--- src/logic/duc_defines.svh ---
// Offsets, field positions, reset values and timing counts of the DAC update control
`ifndef DUC_DEFINES_SVH
`define DUC_DEFINES_SVH

// Serial word mode field
`define DUC_MODE_SPECIAL    2'h0
`define DUC_MODE_GAIN       2'h1
`define DUC_MODE_OFFSET     2'h2
`define DUC_MODE_INPUT      2'h3

// Special function codes
`define DUC_SF_CONTROL      6'h01
`define DUC_SF_PROBE        6'h0a
`define DUC_SF_SEL_LO       6'h0b
`define DUC_SF_SEL_HI       6'h0c
`define DUC_SF_GPIO         6'h0d

// Control register fields
`define DUC_CTL_PDOWN       0
`define DUC_CTL_TSD_EN      1
`define DUC_CTL_AB          2
`define DUC_CTL_TSD_FLAG    4

// Probe register fields
`define DUC_PRB_EN          5
`define DUC_PRB_IN0         5'h10
`define DUC_PRB_IN1         5'h11

// General pin register fields
`define DUC_GP_DIR          1
`define DUC_GP_LVL          0

// Reset values and mid scale
`define DUC_RST_INPUT       16'h8000
`define DUC_RST_GAIN        16'hffff
`define DUC_RST_OFFSET      16'h8000
`define DUC_MID_SCALE       19'h08000
`define DUC_RST_PINS        5'h05

// Timing
`define DUC_CLK_NS          25
`define DUC_STAGE_NS        600
`define DUC_FINAL_NS        300
`define DUC_STAGE_CYC       ((`DUC_STAGE_NS + `DUC_CLK_NS - 1) / `DUC_CLK_NS)
`define DUC_TAIL_CYC        ((`DUC_STAGE_NS + `DUC_FINAL_NS + `DUC_CLK_NS - 1) / `DUC_CLK_NS)

`endif

--- src/logic/duc_pkg.sv ---
// Types shared by the DAC update control
package duc_pkg;
    typedef enum logic [2:0] {
        ENG_IDLE = 3'b001,
        ENG_CALC = 3'b010,
        ENG_TAIL = 3'b100
    } duc_eng_e;
    typedef logic [15:0] duc_word_t;
endpackage : duc_pkg

--- src/logic/duc_update_ctrl.sv ---
// DAC update control: recalculation engine, busy line, load, probe, pin and shutdown
`timescale 1ns/10ps
`default_nettype none
`include "duc_defines.svh"

module duc_update_ctrl
    import duc_pkg::*;
(
    input  wire logic         core_clk_in,
    input  wire logic         rst_b_in,
    input  wire logic         wr_stb_in,
    input  wire logic [1:0]   wr_mode_in,
    input  wire logic [5:0]   wr_addr_in,
    input  wire logic [15:0]  wr_data_in,
    input  wire logic         rd_stb_in,
    input  wire logic [5:0]   rd_code_in,
    output logic      [15:0]  rd_data_out,
    output logic              rd_valid_out,
    input  wire logic         load_outputs_strobe_b_in,
    input  wire logic         data_format_select_in,
    input  wire logic         busy_b_in,
    output logic              busy_b_out,
    output logic              busy_b_oe_out,
    input  wire logic         over_temp_in,
    input  wire logic         gpio_in,
    output logic              gpio_out,
    output logic              gpio_oe_out,
    output logic              probe_output_oe_out,
    output logic      [9:0]   probe_route_out,
    output logic      [127:0] dac_data_out,
    output logic              dac_off_out
);

    ////////////////////////////////////////////////////////////////////////////////
    // Reset release and pin synchronisers
    logic [1:0] rst_sync_r;
    logic       rst_b;
    logic [4:0] pin_meta_r;
    logic [4:0] pin_sync_r;

    // Reset released through two flops
    always_ff @(posedge core_clk_in or negedge rst_b_in) begin
        if (!rst_b_in) begin
            rst_sync_r <= 2'h0;
        end else begin
            rst_sync_r <= {rst_sync_r[0], 1'b1};
        end
    end
    assign rst_b = rst_sync_r[1];

    // Pins: strobe, format, busy sense, over-temperature, general pin
    always_ff @(posedge core_clk_in or negedge rst_b) begin
        if (!rst_b) begin
            pin_meta_r <= `DUC_RST_PINS;
            pin_sync_r <= `DUC_RST_PINS;
        end else begin
            pin_meta_r <= {gpio_in, over_temp_in, busy_b_in, data_format_select_in,
                           load_outputs_strobe_b_in};
            pin_sync_r <= pin_meta_r;
        end
    end

    logic load_outputs_strobe_b;
    logic fmt_twos;
    logic busy_sense_b;
    logic over_temp;
    logic gpio_lvl;
    assign load_outputs_strobe_b       = pin_sync_r[0];
    assign fmt_twos     = pin_sync_r[1];
    assign busy_sense_b = pin_sync_r[2];
    assign over_temp    = pin_sync_r[3];
    assign gpio_lvl     = pin_sync_r[4];

    ////////////////////////////////////////////////////////////////////////////////
    // Write decode
    function automatic logic [7:0] chan_mask(input logic [5:0] a);
        logic [7:0] m;
        m = 8'h00;
        if (!a[5]) begin
            case (a[4:3])
                2'h0: begin
                    case (a[2:0])
                        3'h0:    m = 8'hff;
                        3'h1:    m = 8'h0f;
                        3'h2:    m = 8'hf0;
                        default: m = 8'h00;
                    endcase
                end
                2'h1:    m = a[2] ? 8'h00 : (8'h01 << a[1:0]);
                2'h2:    m = a[2] ? 8'h00 : (8'h10 << a[1:0]);
                default: m = 8'h00;
            endcase
        end
        return m;
    endfunction : chan_mask

    function automatic logic [3:0] first_set(input logic [15:0] v);
        logic [3:0] idx;
        idx = 4'h0;
        for (int i = 15; i >= 0; i--) begin
            if (v[i]) begin
                idx = 4'(i);
            end
        end
        return idx;
    endfunction : first_set

    logic [2:0]  ctrl_r;
    logic [2:0]  ctrl_nxt;
    logic        shut_r;
    logic        shut_nxt;
    logic [7:0]  sel_r;
    logic [7:0]  sel_nxt;
    logic [5:0]  probe_r;
    logic [5:0]  probe_nxt;
    logic [1:0]  gpcfg_r;
    logic [1:0]  gpcfg_nxt;
    logic [4:0]  selcnt_r;
    logic [4:0]  selcnt_nxt;
    logic        wr_chan;
    logic        wr_spec;
    logic [7:0]  wmask;
    logic [15:0] new_pend;

    assign wr_chan  = wr_stb_in && (wr_mode_in != `DUC_MODE_SPECIAL);
    assign wr_spec  = wr_stb_in && (wr_mode_in == `DUC_MODE_SPECIAL);
    assign wmask    = wr_chan ? chan_mask(wr_addr_in) : 8'h00;
    // A or B half picked by the A/B bit for every channel write
    assign new_pend = ctrl_r[`DUC_CTL_AB] ? {wmask, 8'h00} : {8'h00, wmask};

    // Special registers, select-write busy timer and thermal latch
    always_comb begin
        ctrl_nxt   = ctrl_r;
        sel_nxt    = sel_r;
        probe_nxt  = probe_r;
        gpcfg_nxt  = gpcfg_r;
        selcnt_nxt = (selcnt_r != 5'h00) ? selcnt_r - 5'h01 : 5'h00;
        if (wr_spec) begin
            unique case (wr_addr_in)
                `DUC_SF_CONTROL: ctrl_nxt  = wr_data_in[2:0];
                `DUC_SF_PROBE:   probe_nxt = wr_data_in[5:0];
                `DUC_SF_GPIO:    gpcfg_nxt = wr_data_in[1:0];
                `DUC_SF_SEL_LO: begin
                    sel_nxt[3:0] = wr_data_in[3:0];
                    selcnt_nxt   = 5'(`DUC_STAGE_CYC);
                end
                `DUC_SF_SEL_HI: begin
                    sel_nxt[7:4] = wr_data_in[3:0];
                    selcnt_nxt   = 5'(`DUC_STAGE_CYC);
                end
                default: ;
            endcase
        end
        // Latched until enable cleared
        shut_nxt = ctrl_nxt[`DUC_CTL_TSD_EN] && (shut_r || over_temp);
    end

    ////////////////////////////////////////////////////////////////////////////////
    // Recalculation engine, one shared multiplier
    duc_eng_e             state_r;
    duc_eng_e             state_nxt;
    logic [5:0]           cnt_r;
    logic [5:0]           cnt_nxt;
    logic [3:0]           cur_r;
    logic [3:0]           cur_nxt;
    logic [15:0]          pend_r;
    logic [15:0]          pend_nxt;
    logic [15:0]          pend_clr;
    logic                 calc_done;
    logic [7:0][15:0]     x1a_q;
    logic [7:0][15:0]     x1b_q;
    logic [7:0][15:0]     gain_q;
    logic [7:0][15:0]     offs_q;
    duc_word_t            xu;
    duc_word_t            cu;
    logic [16:0]          gain_p1;
    logic [32:0]          prod;
    logic [18:0]          sum;
    duc_word_t            result;

    // Corrected level: x * (m + 1) / 2^16 + c - mid scale, clamped
    always_comb begin
        xu      = (cur_r[3] ? x1b_q[cur_r[2:0]] : x1a_q[cur_r[2:0]]) ^ {fmt_twos, 15'h0000};
        cu      = offs_q[cur_r[2:0]] ^ {fmt_twos, 15'h0000};
        gain_p1 = {1'b0, gain_q[cur_r[2:0]]} + 17'h00001;
        prod    = 33'(xu) * 33'(gain_p1);
        sum     = {2'b00, prod[32:16]} + {3'b000, cu} - `DUC_MID_SCALE;
        if (sum[18]) begin
            result = 16'h0000;
        end else if (|sum[17:16]) begin
            result = 16'hffff;
        end else begin
            result = sum[15:0];
        end
    end

    // One stage slot per pending level, then the final stages
    always_comb begin
        state_nxt = state_r;
        cnt_nxt   = cnt_r;
        cur_nxt   = cur_r;
        calc_done = 1'b0;
        pend_clr  = 16'h0000;
        unique case (state_r)
            ENG_IDLE: begin
                if (|pend_r) begin
                    state_nxt = ENG_CALC;
                    cur_nxt   = first_set(pend_r);
                    cnt_nxt   = 6'(`DUC_STAGE_CYC - 2);
                end
            end
            ENG_CALC: begin
                if (cnt_r == 6'h00) begin
                    calc_done = 1'b1;
                    pend_clr  = 16'h0001 << cur_r;
                    if (|(pend_r & ~pend_clr)) begin
                        cur_nxt = first_set(pend_r & ~pend_clr);
                        cnt_nxt = 6'(`DUC_STAGE_CYC - 1);
                    end else begin
                        state_nxt = ENG_TAIL;
                        cnt_nxt   = 6'(`DUC_TAIL_CYC - 1);
                    end
                end else begin
                    cnt_nxt = cnt_r - 6'h01;
                end
            end
            ENG_TAIL: begin
                if (|pend_r) begin
                    state_nxt = ENG_CALC;
                    cur_nxt   = first_set(pend_r);
                    cnt_nxt   = 6'(`DUC_STAGE_CYC - 1);
                end else if (cnt_r == 6'h00) begin
                    state_nxt = ENG_IDLE;
                end else begin
                    cnt_nxt = cnt_r - 6'h01;
                end
            end
        endcase
        // A new request beats the clear of the same level
        pend_nxt = (pend_r & ~pend_clr) | new_pend;
    end

    ////////////////////////////////////////////////////////////////////////////////
    // Busy line and load strobe
    logic own_busy;
    logic busy_oe_r;
    logic line_busy;
    logic line_busy_r;
    logic load_outputs_strobe_prev_r;
    logic load_outputs_strobe_pend_r;
    logic load_outputs_strobe_pend_nxt;
    logic load_outputs_strobe_fall;
    logic busy_rise;
    logic load_fire;

    assign own_busy  = (|pend_r) || (state_r != ENG_IDLE) || (selcnt_r != 5'h00);
    assign line_busy = busy_oe_r || !busy_sense_b;
    assign load_outputs_strobe_fall = load_outputs_strobe_prev_r && !load_outputs_strobe_b;
    assign busy_rise = line_busy_r && !line_busy;
    // Loads only while the shared line is high
    assign load_fire = !line_busy && (load_outputs_strobe_pend_r || load_outputs_strobe_fall
                                      || (busy_rise && !load_outputs_strobe_b));
    assign load_outputs_strobe_pend_nxt = line_busy && (load_outputs_strobe_pend_r || load_outputs_strobe_fall);
    assign busy_b_out    = 1'b0;
    assign busy_b_oe_out = busy_oe_r;

    ////////////////////////////////////////////////////////////////////////////////
    // Per-channel storage
    for (genvar g = 0; g < 8; g++) begin : g_ch
        duc_word_t x1a_r, x1a_nxt, x1b_r, x1b_nxt, gain_r, gain_nxt, offs_r, offs_nxt;
        duc_word_t ca_r, ca_nxt, cb_r, cb_nxt, dac_r, dac_nxt;
        logic      dirty_r, dirty_nxt;
        logic      hit;

        always_comb begin
            hit      = calc_done && (cur_r[2:0] == 3'(g));
            x1a_nxt  = x1a_r;
            x1b_nxt  = x1b_r;
            gain_nxt = gain_r;
            offs_nxt = offs_r;
            ca_nxt   = (hit && !cur_r[3]) ? result : ca_r;
            cb_nxt   = (hit && cur_r[3]) ? result : cb_r;
            if (wmask[g]) begin
                unique case (wr_mode_in)
                    `DUC_MODE_GAIN:   gain_nxt = wr_data_in;
                    `DUC_MODE_OFFSET: offs_nxt = wr_data_in;
                    `DUC_MODE_INPUT: begin
                        if (ctrl_r[`DUC_CTL_AB]) begin
                            x1b_nxt = wr_data_in;
                        end else begin
                            x1a_nxt = wr_data_in;
                        end
                    end
                    default: ;
                endcase
            end
            // Only rewritten channels load; new result beats load clear
            dirty_nxt = (dirty_r && !load_fire) || hit;
            dac_nxt   = dac_r;
            if (load_fire && dirty_r) begin
                dac_nxt = sel_r[g] ? cb_r : ca_r;
            end
        end

        always_ff @(posedge core_clk_in or negedge rst_b) begin
            if (!rst_b) begin
                x1a_r   <= `DUC_RST_INPUT;
                x1b_r   <= `DUC_RST_INPUT;
                gain_r  <= `DUC_RST_GAIN;
                offs_r  <= `DUC_RST_OFFSET;
                ca_r    <= `DUC_RST_INPUT;
                cb_r    <= `DUC_RST_INPUT;
                dac_r   <= `DUC_RST_INPUT;
                dirty_r <= 1'b0;
            end else begin
                x1a_r   <= x1a_nxt;
                x1b_r   <= x1b_nxt;
                gain_r  <= gain_nxt;
                offs_r  <= offs_nxt;
                ca_r    <= ca_nxt;
                cb_r    <= cb_nxt;
                dac_r   <= dac_nxt;
                dirty_r <= dirty_nxt;
            end
        end

        assign x1a_q[g]    = x1a_r;
        assign x1b_q[g]    = x1b_r;
        assign gain_q[g]   = gain_r;
        assign offs_q[g]   = offs_r;
        assign dac_data_out[16*g +: 16] = dac_r;
    end

    ////////////////////////////////////////////////////////////////////////////////
    // Probe routing, readback and output registers
    logic [9:0]  route_nxt;
    logic [9:0]  route_r;
    logic [15:0] rd_nxt;
    logic [15:0] rd_r;
    logic        rd_valid_r;
    logic        dac_off_r;
    logic        probe_oe_r;
    logic        probe_oe_nxt;

    always_comb begin
        route_nxt = 10'h000;
        // Enable moves with the route so both change at one edge
        probe_oe_nxt = probe_r[`DUC_PRB_EN];
        if (probe_r[`DUC_PRB_EN]) begin
            if (probe_r[4:2] == 3'h0) begin
                route_nxt = 10'h001 << probe_r[1:0];
            end else if (probe_r[4:2] == 3'h2) begin
                route_nxt = 10'h010 << probe_r[1:0];
            end else if (probe_r[4:0] == `DUC_PRB_IN0) begin
                route_nxt = 10'h100;
            end else if (probe_r[4:0] == `DUC_PRB_IN1) begin
                route_nxt = 10'h200;
            end
        end
        unique case (rd_code_in)
            `DUC_SF_CONTROL: rd_nxt = {11'h000, shut_r, 1'b0, ctrl_r};
            `DUC_SF_PROBE:   rd_nxt = {10'h000, probe_r};
            `DUC_SF_SEL_LO:  rd_nxt = {12'h000, sel_r[3:0]};
            `DUC_SF_SEL_HI:  rd_nxt = {12'h000, sel_r[7:4]};
            `DUC_SF_GPIO:    rd_nxt = {15'h0000, gpio_lvl};
            default:         rd_nxt = 16'h0000;
        endcase
    end

    always_ff @(posedge core_clk_in or negedge rst_b) begin
        if (!rst_b) begin
            ctrl_r      <= 3'h0;
            shut_r      <= 1'b0;
            sel_r       <= 8'h00;
            probe_r     <= 6'h00;
            gpcfg_r     <= 2'h0;
            selcnt_r    <= 5'h00;
            state_r     <= ENG_IDLE;
            cnt_r       <= 6'h00;
            cur_r       <= 4'h0;
            pend_r      <= 16'h0000;
            busy_oe_r   <= 1'b0;
            line_busy_r <= 1'b0;
            load_outputs_strobe_prev_r <= 1'b1;
            load_outputs_strobe_pend_r <= 1'b0;
            route_r     <= 10'h000;
            probe_oe_r  <= 1'b0;
            rd_r        <= 16'h0000;
            rd_valid_r  <= 1'b0;
            dac_off_r   <= 1'b0;
        end else begin
            ctrl_r      <= ctrl_nxt;
            shut_r      <= shut_nxt;
            sel_r       <= sel_nxt;
            probe_r     <= probe_nxt;
            gpcfg_r     <= gpcfg_nxt;
            selcnt_r    <= selcnt_nxt;
            state_r     <= state_nxt;
            cnt_r       <= cnt_nxt;
            cur_r       <= cur_nxt;
            pend_r      <= pend_nxt;
            busy_oe_r   <= own_busy;
            line_busy_r <= line_busy;
            load_outputs_strobe_prev_r <= load_outputs_strobe_b;
            load_outputs_strobe_pend_r <= load_outputs_strobe_pend_nxt;
            route_r     <= route_nxt;
            probe_oe_r  <= probe_oe_nxt;
            rd_r        <= rd_nxt;
            rd_valid_r  <= rd_stb_in;
            dac_off_r   <= ctrl_r[`DUC_CTL_PDOWN] || shut_r;
        end
    end

    assign gpio_oe_out         = gpcfg_r[`DUC_GP_DIR];
    assign gpio_out            = gpcfg_r[`DUC_GP_LVL];
    assign probe_output_oe_out = probe_oe_r;
    assign probe_route_out     = route_r;
    assign rd_data_out         = rd_r;
    assign rd_valid_out        = rd_valid_r;
    assign dac_off_out         = dac_off_r;

endmodule : duc_update_ctrl
`default_nettype wire

--- config.mk ---
export PLATFORM = sky130hd
export DESIGN_NAME = duc_update_ctrl
export DESIGN_NICKNAME = d
export VERILOG_FILES = /design/src/logic/duc_pkg.sv /design/src/logic/duc_update_ctrl.sv
export VERILOG_INCLUDE_DIRS = /design/src /design/src/logic
export SDC_FILE = /design/constraint.sdc
export NUM_CORES = 2
export LEC_CHECK = 0
export ABC_AREA = 1
export BUFFER_PORTS_ARGS = -buffer_cell sky130_fd_sc_hd__buf_4
export CORE_MARGIN = 2
export CORE_UTILIZATION = 40
export CTS_CLUSTER_DIAMETER = 100
export DETAILED_ROUTE_END_ITERATION = 8
export REMOVE_ABC_BUFFERS = 1
export SLEW_MARGIN = 40
export SYNTH_ARGS = -nofsm -noshare
export SYNTH_HDL_FRONTEND = slang
export SYNTH_SLANG_ARGS = --single-unit
--- constraint.sdc ---
create_clock -name core_clk_in -period 27.4 [get_ports core_clk_in]
set_clock_uncertainty 0.05 [all_clocks]
set_input_delay 5.48 -clock core_clk_in [delete_from_list [all_inputs] [get_ports core_clk_in]]
set_output_delay 5.48 -clock core_clk_in [all_outputs]
set_load 0.02 [all_outputs]
==> out/qor.csv <==
metric,value,unit
Sequential Power Share,26.6,%
Final ANT Viol Nets,0,
RSZ-0062 raised after global routing,no,
Comb pwr share,50.8,%
normalized max-slew margin,42.68,%
number of antenna violations at the first check in global routing,4,
max_cap viols,0,
HP Class,reg2async,
WL/cell,19.71,um
status,completed,
sequential area share after synthesis,47.12,%
gr usage total,23.53,%
final net count,6649,
fill count,12990,
DR iter-0 viols,4434,
total power,6.399,mW
Pre-Repair DR Iteration Count,8,
Cells after Synth,6270,
Worst R2R End,g_ch[6].ca_r[12]$_DFFE_PN0P_,
clock root buffer,clkbuf_16,
critical path type,reg2reg,
die area,136000,um2
most common flop cell mapped by yosys,dfrtp_1,
RR Startpoint,cur_r[1]$_DFFE_PN0P_,
Startpoint Class,flop,
Post-CTS Setup Inserts,0,
hold buffers post-CTS,0,
CTS Sinks,993,
r2r setup slk,13.60,ns
most repeated library cell on the critical path,nand2_1,
WP data arrival,14.38,ns
largest net degree at the start of global routing,105,
first-pass GRT wire length,250600,um
share of post-route cells with drive strength above 1,11.11,%
PD cells,107.3,nW/um2
CTS tree,done,
most frequent cells after synthesis,"nand2_1 (1871), dfrtp_1 (811), o21ai_0 (748)",
most numerous cell in the Yosys netlist,nand2_1,
gr ovfl total,0,
Non-Filler Instances,8103,
num rows,133,
most area-consuming cells after synthesis,"dfrtp_1 (38%), nand2_1 (13%), dfstp_2 (9.0%), fa_1 (7.8%), o21ai_0 (7.0%)",
synthesized area per cell,8.487,um2
cells on worst reg2reg path,49,
number of synthesized register bits,993,
leakage,28.29,nW
final wirelength,159700,um
DR vias/cell,5.307,
CP max FO,97,
CP required,27.98,ns
yosys warns,0,
CP peak stage delay,0.75,ns
setup TNS,0,ns
Post-synth EDFFs,0,
Final Setup Violations,0,
Worst-path clk slew,0.06,ns
H-Tree Depth,3,
FMAX,72.48,MHz
die height,368.7,um
number of top-level pins,200,
DP Wirelength,105500,um
Clock power frac,22.6,%
cell area after synthesis,53210,um2
period utilization,50.35,%
routed vias,43000,
Area Growth Syn to Fin,12.02,%
VDD IR max,0.1372,mV
Max Root-Sink Buffers,3,
Switching Fraction,46.92,%
critical path startpoint,cur_r[1]$_DFFE_PN0P_,
Core ar.,131800,um2
vias in the first global route,41980,
Placed Cells incl. Taps,7916,
number of buffers created by CTS,100,
starting density of the core,40.38,%
Port-buffer cells,188,
post_cts resized,0,
internal power,3.397,mW
area share of the largest cell type after synthesis,38.14,%
CP max stage cell,buf_4,
fin crit period,13.80,ns
NetSw,3.002,mW
Worst Tran Pin Value,0.8585,ns
cell taking the most area after synthesis,dfrtp_1,
final hold violation count,0,
clk_lat worst skew,0.70,ns
Die X,368.7,um
# DRC,0,
endpoint class of the critical path,flop,
synth unique cells,57,
routability cong.,0.9090,
fin util,45.23,%
CP Capture Point,g_ch[6].ca_r[12]$_DFFE_PN0P_,
Final Max Slew Viols,0,
share of flip-flops with an asynchronous set or reset,100.0,%
placed cells by master, fill, tap and decap left out, drive strengths merged, types with 5 or more instances in the layout:
cell type,n
clkinv,29
clkbuf,153
a22oi,107
o22ai,74
dfrtp,811
xnor2,17
conb,12
nor4,5
nand3,391
nor3,26
o21ai,755
nand2,1881
a221oi,13
o31ai,22
a21boi,10
a21oi,75
dfstp,182
buf,277
nor2,308
nand4,28
a21o,6
o21a,136
a31oi,28
ha,139
bufinv,10
inv,588
xor2,20
a211oi,8
fa,208
power by group through the flow:
stage	sequential [mW]	combinational [mW]	clock, mW
after CTS	1.70	3.23	1.47
after global routing	1.72	3.59	1.54
final	1.70	3.25	1.45
after global placement	1.72	3.18	0
after floorplan	1.74	2.05	0
after detailed placement	1.73	3.21	0
per-layer routing:
metal / track usage (%) / share of wire, % / up-vias
met2: 36.89 / 46 / 1443
met5: 0 / 0.0081 / -
met4: 7.127 / 3.0 / 2
li1: - / - / 20230
met1: 33.11 / 44 / 21070
met3: 4.369 / 7.0 / 256
metrics by stage:
stage                     instance area [um2]  setup WS [ns]  hold WS, ns
after global placement                  55940          13.65       0.2840
after detailed placement                56110          13.74       0.2686
after floorplan                         51580         -2.061       0.2812
final                                   59610          13.60       0.2583
after global routing                    59610          12.76       0.3014
after CTS                               59580          13.72       0.2832
logic make-up (layout without fill, tap and decap cells):
logic type / count (synthesis) / count (layout) / share of synthesized area [%]
flip-flops: 993 / 993 / 47.12
XOR/XNOR: 37 / 37 / 0.6090
AO/OA/AOI/OAI: 1251 / 1251 / 13.57
adder cells (fa/ha/maj): 347 / 347 / 11.09
AND/OR/NAND/NOR: 2648 / 2648 / 20.25
buffers and inverters: 992 / 1059 / 7.338
other: 2 / 13 / 0.01411
sequential cells by signal (all words and copies together) (netlist names), 8 cells and up:
name	count
g_ch.offs_r	128
sel_r	8
g_ch.x1b_r	128
g_ch.cb_r	128
g_ch.ca_r	128
g_ch.x1a_r	128
probe_route_out	10
g_ch.gain_r	128
pend_r	16
g_ch.dirty_r	8
g_ch.dac_r	128
worst max-delay path: cells and delay by family (launching register included):
kind,cells,cell delay (ns)
buffers and inverters,14,4.70
adder cells (fa/ha/maj),10,4.13
AND/OR/NAND/NOR,18,2.67
AO/OA/AOI/OAI,6,1.29
flip-flops,1,0.54
XOR/XNOR,1,0.21
final cells by class:
cell class	instances	area [um2]	area share, %
diodes	1	2.502	0.004198
clock buffers	152	2950	4.949
clock inverters	34	515.5	0.8648
inverters	595	2238	3.755
multi-input cells	4295	24410	40.94
flip-flops and latches	993	25090	42.09
well taps	1755	2196	3.684
repair buffers	278	2213	3.713
worst min-delay path by stage:
stage	start	to	slack [ns]	cells after the start
after floorplan	pin_meta_r[1]$_DFF_PN0_	pin_sync_r[1]$_DFF_PN0_	0.28	0
after global placement	pin_meta_r[4]$_DFF_PN0_	pin_sync_r[4]$_DFF_PN0_	0.28	0
after detailed placement	rst_sync_r[1]$_DFF_PN0_	rd_valid_out$_DFF_PN0_	0.27	0
after CTS	rst_sync_r[1]$_DFF_PN0_	gpcfg_r[1]$_DFFE_PN0P_	0.28	0
after global routing	rst_sync_r[1]$_DFF_PN0_	rd_valid_out$_DFF_PN0_	0.30	0
final	rst_sync_r[1]$_DFF_PN0_	rd_valid_out$_DFF_PN0_	0.26	0
(Power assumes the default switching activity.)
